--- src/design/npa_pkg.sv ---
// Behaviour
// - Partner next-page word sits at management address 0x08, 16 bits, read-only, resets zero.
// - Bit 15 mirrors received more-pages flag; zero means final page of exchange.
// - Bit 15 at one means further pages follow the current message.
// - Bit 15 takes its value directly from the received link control word.
// - Reserved bit 14 always reads zero, whatever was written.
// - Bit 13 gives page format: zero unformatted, one message page.
// - Bit 12 gives second acknowledge: zero cannot comply, one can comply.
// - Each successive next-page word carries the inverse toggle of the previous one.
// - First next-page word toggle equals inverse of base word bit 11.
// - Bits 10 to 0 hold the 11-bit message or unformatted code field.
// - Page-received flag latches high whenever a new word is stored.
package npa_pkg;

  // Register map and field layout.
  localparam int          DATA_W          = 16;
  localparam int          ADDR_W          = 5;
  localparam logic [4:0]  ADDR_NEXT_PAGE  = 5'h08;
  localparam int          BIT_MORE_PAGES  = 15;
  localparam int          BIT_RESERVED    = 14;
  localparam int          BIT_PAGE_FORMAT = 13;
  localparam int          BIT_SECOND_ACK  = 12;
  localparam int          BIT_TOGGLE      = 11;
  localparam int          CODE_MSB        = 10;
  localparam int          CODE_LSB        = 0;
  localparam logic [15:0] RESET_NEXT_PAGE = 16'h0000;
  localparam int          BASE_TOGGLE_BIT = 11;

  // Serial management frame layout.
  localparam logic [5:0]  PREAMBLE_LEN    = 6'h20;
  localparam logic [1:0]  OP_READ         = 2'h2;
  localparam logic [1:0]  OP_WRITE        = 2'h1;
  localparam logic [4:0]  OP_BITS_LAST    = 5'h01;
  localparam logic [4:0]  ADDR_BITS_LAST  = 5'h04;
  localparam logic [4:0]  TA_BITS_LAST    = 5'h01;
  localparam logic [4:0]  DATA_BITS_LAST  = 5'h0f;

endpackage

--- src/design/npa_word_capture.sv ---
`timescale 1ns/1ps
module npa_word_capture
  import npa_pkg::*;
(
  input  wire logic              clk_sys,
  input  wire logic              rst,
  input  wire logic              pageWordValid,
  input  wire logic [15:0]       pageWord,
  input  wire logic [15:0]       baseWord,
  input  wire logic              exchangeStart,
  input  wire logic              pageReceivedClear,
  output logic      [15:0]       storedWord,
  output logic                   pageReceived,
  output logic                   toggleError
);

  logic [15:0] word_reg;
  logic [15:0] word_next;
  logic        received_reg;
  logic        received_next;
  logic        expect_reg;
  logic        expect_next;
  logic        error_reg;
  logic        error_next;

  // Next values of the stored word, the latching flag and the toggle tracker.
  always_comb begin
    word_next     = word_reg;
    received_next = received_reg;
    expect_next   = expect_reg;
    error_next    = error_reg;
    if (pageReceivedClear) begin
      received_next = 1'b0;
    end
    if (exchangeStart) begin
      expect_next = ~baseWord[BASE_TOGGLE_BIT];
      error_next  = 1'b0;
    end
    if (pageWordValid) begin
      // The whole word is replaced in one edge; no field is ever updated alone.
      word_next                           = pageWord;
      word_next[BIT_MORE_PAGES]           = pageWord[BIT_MORE_PAGES];
      word_next[BIT_RESERVED]             = 1'b0;
      word_next[BIT_PAGE_FORMAT]          = pageWord[BIT_PAGE_FORMAT];
      word_next[BIT_SECOND_ACK]           = pageWord[BIT_SECOND_ACK];
      word_next[CODE_MSB:CODE_LSB]        = pageWord[CODE_MSB:CODE_LSB];
      // A new page beats a clear in the same cycle, so no page goes unseen.
      received_next = 1'b1;
      expect_next   = ~pageWord[BIT_TOGGLE];
      if (pageWord[BIT_TOGGLE] != expect_reg) begin
        error_next = 1'b1;
      end
    end
  end

  // State registers.
  always_ff @(posedge clk_sys or posedge rst) begin
    if (rst) begin
      word_reg     <= RESET_NEXT_PAGE;
      received_reg <= 1'b0;
      expect_reg   <= 1'b0;
      error_reg    <= 1'b0;
    end else begin
      word_reg     <= word_next;
      received_reg <= received_next;
      expect_reg   <= expect_next;
      error_reg    <= error_next;
    end
  end

  assign storedWord   = word_reg;
  assign pageReceived = received_reg;
  assign toggleError  = error_reg;

endmodule

--- src/design/next_page_partner_ability_reg.sv ---
`timescale 1ns/1ps
module next_page_partner_ability_reg
  import npa_pkg::*;
(
  input  wire logic              clk_sys,
  input  wire logic              rst,
  input  wire logic              mdc,
  input  wire logic              mdioIn,
  output logic                   mdioOut,
  output logic                   mdioOe,
  input  wire logic [4:0]        phyAddr,
  input  wire logic              pageWordValid,
  input  wire logic [15:0]       pageWord,
  input  wire logic [15:0]       baseWord,
  input  wire logic              exchangeStart,
  input  wire logic              pageReceivedClear,
  output logic      [15:0]       partnerWord,
  output logic                   pageReceived,
  output logic                   toggleError
);

  typedef enum logic [2:0] {
    ST_PREAMBLE,
    ST_START,
    ST_OPCODE,
    ST_PHY,
    ST_REG,
    ST_TURN,
    ST_DATA
  } frame_e;

  // Pin synchronisers. The first stage of each feeds only the second.
  logic        mdcMeta_reg;
  logic        mdcSync_reg;
  logic        mdcLast_reg;
  logic        mdioMeta_reg;
  logic        mdioSync_reg;

  // Frame decoder state.
  frame_e      state_reg;
  frame_e      state_next;
  logic [5:0]  preCnt_reg;
  logic [5:0]  preCnt_next;
  logic [4:0]  bitCnt_reg;
  logic [4:0]  bitCnt_next;
  logic [4:0]  field_reg;
  logic [4:0]  field_next;
  logic        isRead_reg;
  logic        isRead_next;
  logic        match_reg;
  logic        match_next;
  logic [15:0] shift_reg;
  logic [15:0] shift_next;
  logic        out_reg;
  logic        out_next;
  logic        oe_reg;
  logic        oe_next;

  logic        mdcRise;
  logic        bitIn;
  logic [4:0]  fieldIn;
  logic [15:0] storedWord;

  // The stored word and the page-received flag live in the capture block.
  npa_word_capture u_capture (
    .clk_sys           (clk_sys),
    .rst               (rst),
    .pageWordValid     (pageWordValid),
    .pageWord          (pageWord),
    .baseWord          (baseWord),
    .exchangeStart     (exchangeStart),
    .pageReceivedClear (pageReceivedClear),
    .storedWord        (storedWord),
    .pageReceived      (pageReceived),
    .toggleError       (toggleError)
  );

  // Two flip-flops on each pin, then a third on the clock for edge detection.
  always_ff @(posedge clk_sys or posedge rst) begin
    if (rst) begin
      mdcMeta_reg  <= 1'b0;
      mdcSync_reg  <= 1'b0;
      mdcLast_reg  <= 1'b0;
      mdioMeta_reg <= 1'b1;
      mdioSync_reg <= 1'b1;
    end else begin
      mdcMeta_reg  <= mdc;
      mdcSync_reg  <= mdcMeta_reg;
      mdcLast_reg  <= mdcSync_reg;
      mdioMeta_reg <= mdioIn;
      mdioSync_reg <= mdioMeta_reg;
    end
  end

  // Both pins share the same delay, so data stays aligned with its clock edge.
  assign mdcRise = mdcSync_reg & ~mdcLast_reg;
  assign bitIn   = mdioSync_reg;
  assign fieldIn = {field_reg[3:0], bitIn};

  // Frame decoder: one step per rising edge of the management clock.
  always_comb begin
    state_next  = state_reg;
    preCnt_next = preCnt_reg;
    bitCnt_next = bitCnt_reg;
    field_next  = field_reg;
    isRead_next = isRead_reg;
    match_next  = match_reg;
    shift_next  = shift_reg;
    out_next    = out_reg;
    oe_next     = oe_reg;
    if (mdcRise) begin
      case (state_reg)
        ST_PREAMBLE: begin
          oe_next  = 1'b0;
          out_next = 1'b0;
          if (bitIn) begin
            if (preCnt_reg != PREAMBLE_LEN) begin
              preCnt_next = preCnt_reg + 6'h01;
            end
          end else if (preCnt_reg == PREAMBLE_LEN) begin
            state_next = ST_START;
          end else begin
            preCnt_next = 6'h00;
          end
        end
        ST_START: begin
          preCnt_next = 6'h00;
          bitCnt_next = 5'h00;
          field_next  = 5'h00;
          state_next  = bitIn ? ST_OPCODE : ST_PREAMBLE;
        end
        ST_OPCODE: begin
          field_next  = fieldIn;
          bitCnt_next = bitCnt_reg + 5'h01;
          if (bitCnt_reg == OP_BITS_LAST) begin
            bitCnt_next = 5'h00;
            isRead_next = (fieldIn[1:0] == OP_READ);
            if ((fieldIn[1:0] == OP_READ) || (fieldIn[1:0] == OP_WRITE)) begin
              state_next = ST_PHY;
            end else begin
              state_next = ST_PREAMBLE;
            end
          end
        end
        ST_PHY: begin
          field_next  = fieldIn;
          bitCnt_next = bitCnt_reg + 5'h01;
          if (bitCnt_reg == ADDR_BITS_LAST) begin
            bitCnt_next = 5'h00;
            match_next  = (fieldIn == phyAddr);
            state_next  = ST_REG;
          end
        end
        ST_REG: begin
          field_next  = fieldIn;
          bitCnt_next = bitCnt_reg + 5'h01;
          if (bitCnt_reg == ADDR_BITS_LAST) begin
            bitCnt_next = 5'h00;
            state_next  = ST_TURN;
            // The word is copied once here, so the read is one consistent page.
            if (fieldIn == ADDR_NEXT_PAGE) begin
              shift_next = storedWord;
            end else begin
              shift_next = 16'h0000;
            end
          end
        end
        ST_TURN: begin
          bitCnt_next = bitCnt_reg + 5'h01;
          if (bitCnt_reg == 5'h00) begin
            // The second turnaround bit is driven low by the device on reads addressed to its phyAddr.
            oe_next  = isRead_reg & match_reg;
            out_next = 1'b0;
          end
          if (bitCnt_reg == TA_BITS_LAST) begin
            bitCnt_next = 5'h00;
            state_next  = ST_DATA;
            out_next    = shift_reg[DATA_W-1];
            shift_next  = {shift_reg[DATA_W-2:0], 1'b0};
          end
        end
        ST_DATA: begin
          bitCnt_next = bitCnt_reg + 5'h01;
          out_next    = shift_reg[DATA_W-1];
          shift_next  = {shift_reg[DATA_W-2:0], 1'b0};
          // Writes land here too; the register is read-only so their data is dropped.
          if (bitCnt_reg == DATA_BITS_LAST) begin
            bitCnt_next = 5'h00;
            oe_next     = 1'b0;
            out_next    = 1'b0;
            state_next  = ST_PREAMBLE;
          end
        end
        default: begin
          state_next = ST_PREAMBLE;
          oe_next    = 1'b0;
        end
      endcase
    end
  end

  // Frame decoder registers; the pin drivers are flip-flops for clean edges.
  always_ff @(posedge clk_sys or posedge rst) begin
    if (rst) begin
      state_reg  <= ST_PREAMBLE;
      preCnt_reg <= 6'h00;
      bitCnt_reg <= 5'h00;
      field_reg  <= 5'h00;
      isRead_reg <= 1'b0;
      match_reg  <= 1'b0;
      shift_reg  <= 16'h0000;
      out_reg    <= 1'b0;
      oe_reg     <= 1'b0;
    end else begin
      state_reg  <= state_next;
      preCnt_reg <= preCnt_next;
      bitCnt_reg <= bitCnt_next;
      field_reg  <= field_next;
      isRead_reg <= isRead_next;
      match_reg  <= match_next;
      shift_reg  <= shift_next;
      out_reg    <= out_next;
      oe_reg     <= oe_next;
    end
  end

  assign mdioOut     = out_reg;
  assign mdioOe      = oe_reg;
  assign partnerWord = storedWord;

endmodule

--- config.mk ---
export PLATFORM = sky130hd
export DESIGN_NAME = next_page_partner_ability_reg
export DESIGN_NICKNAME = d
export VERILOG_FILES = /design/src/design/npa_pkg.sv /design/src/design/npa_word_capture.sv /design/src/design/next_page_partner_ability_reg.sv
export SDC_FILE = /design/constraint.sdc
export NUM_CORES = 1
export LEC_CHECK = 0
export BUFFER_PORTS_ARGS = -buffer_cell sky130_fd_sc_hd__buf_2
export CELL_PAD_IN_SITES_DETAIL_PLACEMENT = 1
export CELL_PAD_IN_SITES_GLOBAL_PLACEMENT = 1
export CORE_ASPECT_RATIO = 1.1
export CORE_MARGIN = 8
export CORE_UTILIZATION = 43
export DETAILED_ROUTE_END_ITERATION = 12
export GPL_TIMING_DRIVEN = 0
export PLACE_DENSITY_LB_ADDON = 0.1
export SLEW_MARGIN = 40
export SYNTH_ARGS = -nofsm -noshare
export SYNTH_HDL_FRONTEND = slang
export SYNTH_SLANG_ARGS = --single-unit
--- constraint.sdc ---
create_clock -name clk_sys -period 2.5 [get_ports clk_sys]
set_input_delay 0.375 -clock clk_sys [delete_from_list [all_inputs] [get_ports clk_sys]]
set_output_delay 0.375 -clock clk_sys [all_outputs]
set_load 0.05 [all_outputs]
After elaboration in Yosys (flattened, before gate mapping)
Index checks and enable logic that the tools add are counted.

storage, ports and cells
  register bits = 61
  output and inout port bits = 20

cells by class
  reductions and logical operators = 23
  add/subtract/negate cells = 2
  mux-type cells = 37
  bitwise operators = 6
  equality and inequality tests = 27

operators by type and width
  kind                                            count
  2-to-1 mux 16 bit                               3
  case mux 16 bit (3 select lines)                1
  2-to-1 mux 3 bit                                7
  case mux 3 bit (7 select lines)                 1
  case mux 5 bit (4 select lines)                 1
  2-to-1 mux 6 bit                                3
  != test 2 bit (second input constant)           8
  2-to-1 mux 5 bit                                3
  2-to-1 mux 1 bit                                12
  case mux 6 bit (2 select lines)                 1
  AND reduction 4 bit                             3
  == test 5 x 4 -> 1 bit (second input constant)  2
  == test 3 bit (second input constant)           3
  != test 3 bit (second input constant)           3
  AND reduction 3 bit                             3
  case mux 4 bit (2 select lines)                 1
  AND reduction 8 bit                             1
  nonzero test 2 bit                              4
  adder 6 x 1 -> 6 bit (second input constant)    1
  == test 3 x 2 -> 1 bit (second input constant)  2
  == test 6 bit (second input constant)           1
  != test 6 bit (second input constant)           1
  case mux 1 bit (3 select lines)                 2
  nonzero test 3 bit                              2
  19 further kinds                                26

Longest topological paths before layout
Gate-level depths: netlist (run 1).

  depth after elaboration = 5
  mapped depth = 8
  mapped depth without buffers = 8

Cells and area by module
Synthesis (run 1) repeated with hierarchy kept, for this count alone.

unflattened totals
  cell total of the unflattened synthesis = 315
  area, all modules = 3425.8 um^2

by module, submodules not included
  module                         area each (um^2)  instances  sequential area each (um^2)  cells each
  next_page_partner_ability_reg  2673.8            1          1078.5                       268
  npa_word_capture               752.0             1          450.4                        47

Worst setup path before layout (run 1)
Ideal clock, no wire load.

  path type = flip-flop to flip-flop
  start point = register bitCnt_reg[0]
  end point = register state_reg[0]
  data required time = 2.372 ns
  stages on the path, launching flop included = 9
  path buffers = 0
  library setup time = 0.128 ns
  path slack = 0.393 ns
  data arrival time = 1.980 ns
  path through = dfrtp_1 -> ha_1 -> nand3_1 -> inv_1 -> ha_1 -> or4bb_1 -> o221ai_1 -> nor4_2 -> mux2_1

between the ends
  word-level cells in the longest chain between the ends = 3
  elaborated cells between the ends (all ways) = 9
  classes of those cells = 8 x eq/ne; 1 x reduce/logical

RTL lines
  what                                            RTL line                              source
  from (decl)                                     next_page_partner_ability_reg.sv:44   logic [4:0] bitCnt_reg;
  from (signal assigned)                          next_page_partner_ability_reg.sv:217  bitCnt_reg <= bitCnt_next;
  == test 5 x 4 -> 1 bit (tied with other cells)  next_page_partner_ability_reg.sv:187  if (bitCnt_reg == DATA_BITS_LAST) begin
  != test 2 bit (no line)                         n/a
  AND reduction 8 bit (no line) *                 n/a
  to (signal assigned)                            next_page_partner_ability_reg.sv:215  state_reg <= state_next;
  to (decl)                                       next_page_partner_ability_reg.sv:40   frame_e state_reg;

Every way passes the cells marked *; elsewhere a longest branch is shown, timed or not.
A chain may end at the register's enable or synchronous reset.

Worst setup path after layout (run 1)
  start point = register bitCnt_reg[0]
  end point = register state_reg[1]

Same word-level chain as after synthesis.

==> run metrics, run 1 <==
status complete, no violations; Mean Syn Cell Area 10.78 um2; CTS Hold Bufs 0; antenna-violating nets left 0; DP Area 0.003622 mm2; Critical Path Slowest Stage Cell or4bb_1; compound-cell area share of the yosys netlist 0.1559; average wire per standard cell 18.62 um; critical path required time ~2.7 ns; worst path cell trace ha_1 > nand3_1 > inv_1 > ha_1 > or4bb_1 > o221ai_1 > nor4_2 > mux2_1; die area 0.01064 mm2; Hold Violations, Final 0; clock period minus worst slack 2.322 ns; via count 2573; XOR/XNOR Fraction of Synth Area 0.02146; Worst Path Max Fanout 6; synthesis warning total 0; final cell count without fillers 452; DRC 0; startpoint class of the critical path flip-flop; unrepaired setup endpoints after global routing false; Slew Limit Fails 0; post-CTS resize count 0; final RePlAce weighted congestion slightly below 0.8; simple-gate share of the synthesized area 0.1383; main combinational cell family by area after synthesis compound AO/OA/AOI/OAI gates; most frequent cell after synthesis dfrtp_1; core area 0.007432 mm2; Max IR drop VDD around 450 uV; Post-synth ARST share 1.000; Synth Flop Type dfrtp_1; clk sinks 61; I/O Buffers 45; CTS Root Cell clkbuf_8; Slew HR 0.6293; clk buf depth 2; Post-Syn Area 0.003266 mm2; Cells after DPL 436; first-pass GRT wire length approximately 14000 um; critical path data arrival time 2.56 ns; post-DP HPWL between 6000 and 7000 um; Adder-Cell Fraction of Synth Area 0.03448; cell row count 33; setup TNS 0 ns; Yosys cell types 56; design area between 0.003 and 0.004 mm2; top cell type's share of synthesized area 0.4521; IO Pins between 60 and 70; crit-path most repeated cell ha_1; Max Freq 0.4306 GHz; grt ovf 0; vias in the first global route 2877; largest net degree at the start of global routing 33; worst clock skew 0.01100 ns; Setup Fix Bufs, Post-CTS 0; number of diodes 0; Largest register FFs 16; Die H 107.4 um; Leak roughly 1.7 nW; share of cells above drive strength 1 0.2685; Post-Syn Instances 303; Largest stage delay, worst path 0.47 ns; HP Class in -> async; Layout Nets 413; initial detailed-routing violation count 78; GRT Util Overall 0.1682; worst-margin pin slew 0.5561 ns; dominant cell type by area after synthesis dfrtp_1; drt first pass iters 4; Worst-path clk slew 0.08 ns; Seq/Total Area, Yosys 0.4682; top post-synthesis cells by area dfrtp_1 (45%), mux2_2 (7.6%), mux2_1 (3.8%); Worst-Skew Late Latency 0.35 ns; number of synthesized register bits 61; initial antenna violation count 0; die width just under 100 um; Post-Syn Nets 356; Initial Utilization 0.4394; Final Setup Violations 0; total CTS buffers 9; power per cell area 606.6 mW/mm2; drt total wl 8418 um; mux cell area share after synthesis 0.1352; max_cap viols 0; CP endpoint kind flip-flop; Area Growth Syn to Fin 17.93%; period utilization 0.9290; Post-synth EDFFs 0; CTS tree built; Commonest cells post-synth dfrtp_1 (59), nand2_1 (29), mux2_2 (22); critical path class reg -> reg; vias per inst 5.692; H-tree levels 3
## cell usage in the layout (no fill, tap or decap), types with 5 or more instances in the layout
| cell type | count |
|---|---|
| dfrtp_1 | 59 |
| buf_2 | 46 |
| nand2_1 | 29 |
| mux2_2 | 22 |
| inv_1 | 17 |
| o21ai_0 | 14 |
| a22o_1 | 14 |
| clkbuf_1 | 12 |
| mux2_1 | 11 |
| nand3_1 | 9 |
| ha_1 | 9 |
| clkbuf_8 | 9 |
| mux2i_1 | 7 |
| a21oi_1 | 7 |
| nand2b_1 | 7 |
| o21ai_1 | 7 |
| xor2_1 | 6 |
| o31ai_1 | 5 |
| a31oi_1 | 5 |
## path summary, 6_finish.rpt
check,slack [ns],startpoint,depth (start not counted),to
worst min register to register,0.35,mdcMeta_reg$_DFF_PP0_,0,mdcSync_reg$_DFF_PP0_
worst min-delay path,0.03,rst,2,shift_reg[2]$_DFFE_PP0P_
worst max-delay path,0.18,bitCnt_reg[0]$_DFFE_PP0P_,8,state_reg[1]$_DFFE_PP0P_
min in group clk_sys,0.13,mdioIn,1,mdioMeta_reg$_DFF_PP1_
worst max register to register,0.18,bitCnt_reg[0]$_DFFE_PP0P_,8,state_reg[1]$_DFFE_PP0P_
max in group asynchronous,1.96,rst,3,u_capture.storedWord[15]$_DFFE_PP0P_
## worst max-delay path: cells and delay by family, from the launching register on
kind            cells  cell delay, ns
compound gates      1            0.20
fa+ha+maj           2            0.48
buf+inv             1            0.06
flops               1            0.45
mux                 1            0.33
simple gates        3            0.69
## final cells by class
class,count,area (um2)
multi-input cells,207,1597
plain buffers,17,80.08
well taps,87,108.9
flip-flops and latches,61,1529
clock buffers,9,123.9
inverters,18,70.07
clock inverters,7,97.59
fillers,841,3581
repair buffers,46,245.2
## through the flow
stage	setup WS (ns)	hold slack, ns	utilization	power [mW]
4_1_cts	0.06677	0.03029	0.5172	2.373
2_1_floorplan	0.3928	0.3312	-	1.267
5_1_grt	0.006933	0.04786	0.5182	2.431
3_5_place_dp	0.1065	0.3395	0.4874	1.360
6_report	0.1776	0.02670	0.5182	2.336
3_3_place_gp	-0.2779	0.3479	0.4843	1.348
## per-layer routing
| metal | vias up | routed length (um) | track usage |
|---|---|---|---|
| met3 | 12 | 210 | 0.03105 |
| li1 | 1209 | - | - |
| met5 | - | 0 | 0 |
| met1 | 1312 | 3706 | 0.1937 |
| met4 | 0 | 146 | 0.08117 |
| met2 | 40 | 4355 | 0.2952 |
## logic make-up after synthesis
kind of cell / count (synthesis)
XOR/XNOR: 8
flip-flops: 61
AO/OA/AOI/OAI: 73
other: 1
adder cells (fa/ha/maj): 9
buffers and inverters: 35
multiplexers: 40
AND/OR/NAND/NOR: 76
## power by group
part	leakage (nW)	internal (mW)	switching, mW	total (mW)
Clock	0.106	0.564	0.438	1.00
Combinational	0.812	0.0831	0.188	0.271
Sequential	0.790	1.03	0.0343	1.06
Total	1.71	1.68	0.660	2.34
(Power assumes the default switching activity.)
==> run 2, diff against run 1 <==
--- a/config.mk
+++ b/config.mk
@@ -11,8 +11,9 @@
 export CORE_ASPECT_RATIO = 1.1
 export CORE_MARGIN = 8
 export CORE_UTILIZATION = 43
+export CTS_CLUSTER_DIAMETER = 150
 export DETAILED_ROUTE_END_ITERATION = 12
-export GPL_TIMING_DRIVEN = 0
+export MAX_ROUTING_LAYER = met4
 export PLACE_DENSITY_LB_ADDON = 0.1
 export SLEW_MARGIN = 40
 export SYNTH_ARGS = -nofsm -noshare
==> run metrics, run 2 (synthesis results as in run 1) <==
worst clock skew 0.01032 ns; register area 0.001529 mm2; dpl ws approximately 0.29 ns; commonest non-fill, non-tap cell in the layout dfrtp_1; delay-heaviest family, CP simple AND/OR/NAND/NOR gates; Final Setup Violations 0; GRT Util Overall 0.1628; critical path required time 2.71 ns; cell row count 33; DP Area 0.003625 mm2; CTS Hold Bufs 0; initial antenna violation count 0; grt ovf 0; clk buf depth 2; IO Pins 64; share of cells above drive strength 1 0.2877; max_cap viols 0; H-tree levels 3; Max IR drop VDD 324.3 uV; top sig layer met4; Max Freq approximately 0.45 GHz; drt first pass iters 4; DRC 0; post-CTS resize count 0; Largest stage delay, worst path 0.48 ns; Slew HR 0.5426; Largest register FFs 16; critical path class reg -> reg; Metal-1 WL 3537 um; critical path data arrival time 2.44 ns; core area around 0.0074 mm2; Die H between 100 and 150 um; largest net degree at the start of global routing 37; crit-path most repeated cell ha_1; area of the multi-input gates 0.001589 mm2; die width 99.09 um; most frequent cells in the layout dfrtp_1 (59), buf_2 (46), nand2_1 (29); length of routed met2 wiring 3728 um; worst-margin pin slew 0.6861 ns; drt total wl 7624 um; Slew Limit Fails 0; Leak 1.730 nW; Critical Path Slowest Stage Cell or4bb_1; Initial Utilization 0.4394; clk sinks 61; Worst-Skew Late Latency about 0.34 ns; unrepaired setup endpoints after global routing false; average wire per standard cell 17.13 um; Hold Violations, Final 0; post-DP HPWL 5546 um; CP endpoint kind flip-flop; antenna-violating nets left 0; initial detailed-routing violation count 70; startpoint class of the critical path flip-flop; Worst Path Max Fanout 6; worst path cell trace ha_1 > nand3_1 > inv_1 > ha_1 > or4bb_1 > o221ai_1 > nor4_2 > mux2_1; # fillers roughly 800; I/O Buffers between 40 and 50; design area 0.003840 mm2; Crit path buffers/inverters 1; status complete, no violations; number of diodes 0; period utilization 0.8905; via count around 2500; vias per inst roughly 5.6; final worst setup slack 0.2738 ns; Area Growth Syn to Fin 17.59%; CTS Root Cell clkbuf_8; setup TNS 0 ns; worst hold slack 0.1080 ns; Worst-path clk slew 0.07 ns; die area between 0.01 and 0.015 mm2; Setup Fix Bufs, Post-CTS 0; vias in the first global route 2787; final RePlAce weighted congestion 0.7473; CTS tree built; total CTS buffers 9; first-pass GRT wire length ~14000 um; power per cell area 596.5 mW/mm2; HP Class in -> async; routed wl met3 191 um; Layout Nets 406; clock period minus worst slack between 2 and 2.5 ns
[run 2: layout make-up]
type / instances / area share
sequential: 61 / 0.3982
inverter: 18 / 0.01760
timing repair buffer: 56 / 0.08602
clock inverter: 6 / 0.02281
tap: 87 / 0.02835
multi-input combinational: 207 / 0.4138
clock buffer: 10 / 0.03324
[run 2: stage by stage]
| step | total power [mW] | instances | util |
|---|---|---|---|
| after floorplan | 1.267 | 303 | - |
| after global placement | 1.351 | 429 | 0.4877 |
| final | 2.291 | 445 | 0.5167 |
| after CTS | 2.328 | 445 | 0.5167 |
| after detailed placement | 1.356 | 429 | 0.4877 |
| after global routing | 2.397 | 445 | 0.5167 |
[run 2: worst reg2reg max path, delay by kind of cell, from the launching register on]
kind | cells | cell delay, ns
AO/OA/AOI/OAI | 1 | 0.13
adder cells (fa/ha/maj) | 2 | 0.46
buffers and inverters | 1 | 0.05
flip-flops | 1 | 0.45
multiplexers | 1 | 0.32
AND/OR/NAND/NOR | 3 | 0.70
[run 2: report_power, final]
part	leakage [nW]	switching, mW	internal [mW]
Clock	0.110	0.399	0.561
Combinational	0.830	0.186	0.0823
Sequential	0.790	0.0330	1.03
Total	1.73	0.618	1.67
[run 2: routing by layer]
layer | global-route usage | vias up
met2 | 0.2546 | 45
met4 | 0.07359 | 0
met3 | 0.03234 | 14
li1 | - | 1201
met1 | 0.2001 | 1223
met5 | - | -
[run 2: final timing paths]
check / start / end / slack, ns / depth (start not counted)
worst max-delay path: bitCnt_reg[0]$_DFFE_PP0P_ / state_reg[1]$_DFFE_PP0P_ / 0.27 / 8
worst min-delay path: rst / u_capture.toggleError$_DFF_PP0_ / 0.11 / 2
worst max register to register: bitCnt_reg[0]$_DFFE_PP0P_ / state_reg[1]$_DFFE_PP0P_ / 0.27 / 8
worst min register to register: mdcMeta_reg$_DFF_PP0_ / mdcSync_reg$_DFF_PP0_ / 0.35 / 0
max in group asynchronous: rst / mdcLast_reg$_DFF_PP0_ / 1.77 / 3
min in group clk_sys: mdioIn / mdioMeta_reg$_DFF_PP1_ / 0.14 / 1
==> run 3, diff against run 2 <==
--- a/config.mk
+++ b/config.mk
@@ -8,7 +8,6 @@
 export BUFFER_PORTS_ARGS = -buffer_cell sky130_fd_sc_hd__buf_2
 export CELL_PAD_IN_SITES_DETAIL_PLACEMENT = 1
 export CELL_PAD_IN_SITES_GLOBAL_PLACEMENT = 1
-export CORE_ASPECT_RATIO = 1.1
 export CORE_MARGIN = 8
 export CORE_UTILIZATION = 43
 export CTS_CLUSTER_DIAMETER = 150
==> run metrics, run 3 (synthesis results as in run 1) <==
status complete, no violations; Int Pwr between 1.5 and 2 mW; Die H 103.1 um; average wire per standard cell 17.33 um; CTS Hold Bufs 0; Hold Violations, Final 0; most frequent cells in the layout dfrtp_1 (59), buf_2 (46), nand2_1 (29); Final Setup Violations 0; Slew Limit Fails 0; unrepaired setup endpoints after global routing false; drt total wl 7937 um; DP Area 0.003647 mm2; cells on worst reg2reg path 9; Cells after DPL roughly 440; Metal-1 WL 3674 um; Initial Utilization 0.4478; Max IR drop VDD 381.2 uV; sequential fraction of design power 0.480; commonest non-fill, non-tap cell in the layout dfrtp_1; H-tree levels 3; Max Freq ~0.44 GHz; Area Growth Syn to Fin 17.62%; worst clock skew slightly above 0.007 ns; critical path data arrival time ~2.5 ns; top sig layer met4; CP endpoint kind flip-flop; core area 0.007292 mm2; IO Pins 64; max_cap viols 0; post-CTS resize count 0; length of routed met2 wiring 3804 um; CTS tree built; critical path class reg -> reg; initial detailed-routing violation count 80; startpoint class of the critical path flip-flop; HP Class in -> async; Worst R2R Start bitCnt_reg[0]$_DFFE_PP0P_; final RePlAce weighted congestion 0.8220; routed wl met3 344 um; Setup Fix Bufs, Post-CTS 0; die area 0.01064 mm2; cell row count 31; die width just over 100 um; setup TNS 0 ns; power per cell area about 580 mW/mm2; drt first pass iters 4; clk sinks 61; Worst Path Max Fanout 6; # fillers 849; number of diodes 0; clock period minus worst slack 2.276 ns; vias in the first global route roughly 2800; GRT Util Overall 0.1729; via count 2537; antenna-violating nets left 0; vias per inst 5.539; Worst-Skew Late Latency ~0.34 ns; I/O Buffers 46; grt ovf 0; clk buf depth 2; Slew HR 0.5350; Largest register FFs 16; Logic pwr share 0.123; first-pass GRT wire length between 10000 and 15000 um; initial antenna violation count 0; DRC 0; largest net degree at the start of global routing 37; final cell count without fillers ~460; Leak 1.725 nW; Worst-path clk slew 0.07 ns; Clock Power Share 0.398; design area 0.003841 mm2; Crit. Startpoint bitCnt_reg[0]$_DFFE_PP0P_; post-DP HPWL 5736 um; period utilization 0.9105; worst-margin pin slew 0.6878 ns; Layout Nets 407; total CTS buffers 9; NetSw approximately 0.62 mW; CTS Root Cell clkbuf_8; share of cells above drive strength 1 0.2869; Switching Fraction 0.2798; critical path required time between 2 and 3 ns
==> run 3: cell types whose count changed in the layout (fill, tap and decap cells not counted) <==
cell / change
clkbuf_1: +1
bufinv_16: -1
clkbuf_8: +1
clkinv_4: -1
buf_4: +1
==> run 3: layout make-up <==
| type | instances | area [um2] | area share |
|---|---|---|---|
| Tap cell | 99 | 123.9 | 0.03225 |
| Sequential cell | 61 | 1529 | 0.3980 |
| Multi-Input combinational cell | 207 | 1589 | 0.4137 |
| Timing Repair Buffer | 57 | 337.8 | 0.08795 |
| Inverter | 18 | 67.56 | 0.01759 |
| Clock inverter | 4 | 48.80 | 0.01270 |
| Clock buffer | 12 | 145.1 | 0.03779 |
==> run 3: worst paths after layout <==
kind / slack [ns] / endpoint
setup / recovery: 0.22 / bitCnt_reg[2]$_DFFE_PP0P_
hold / removal: 0.10 / preCnt_reg[0]$_DFFE_PP0P_
setup reg to reg: 0.22 / bitCnt_reg[2]$_DFFE_PP0P_
hold reg to reg: 0.36 / mdcSync_reg$_DFF_PP0_
max in group asynchronous: 1.74 / bitIn$_DFF_PP1_
min in group clk_sys: 0.13 / mdioMeta_reg$_DFF_PP1_
==> run 3: routing by layer <==
metal | GRT usage | up-vias
li1 | - | 1200
met1 | 0.2197 | 1264
met2 | 0.2596 | 61
met3 | 0.05267 | 12
met4 | 0.05006 | 0
met5 | - | -
==> run 3: worst max-delay path, stage by stage, from the launching register on <==
cell and delay [ns]:
dfrtp_1 0.44, ha_1 0.27, nand3_1 0.12, inv_1 0.06, ha_1 0.21, or4bb_1 0.50, o221ai_1 0.14, buf_4 0.20
nor2_1 0.07, o211ai_1 0.18
==> run 3: power groups by stage <==
stage	combinational, mW	clock, mW	sequential [mW]
3_3_place_gp	0.270	0	1.08
4_1_cts	0.278	0.908	1.07
5_1_grt	0.297	0.947	1.07
3_5_place_dp	0.278	0	1.08
2_1_floorplan	0.0932	0	1.17
6_report	0.272	0.883	1.07
==> run 3: stage by stage <==
stage | setup WS, ns | util | hold WS [ns] | power (mW)
after floorplan | 0.3928 | - | 0.3312 | 1.267
after global placement | 0.3249 | 0.5002 | 0.3338 | 1.352
after detailed placement | 0.2196 | 0.5002 | 0.3529 | 1.361
after CTS | 0.2093 | 0.5268 | 0.1099 | 2.252
after global routing | 0.1414 | 0.5268 | 0.1095 | 2.315
final | 0.2237 | 0.5268 | 0.1020 | 2.221
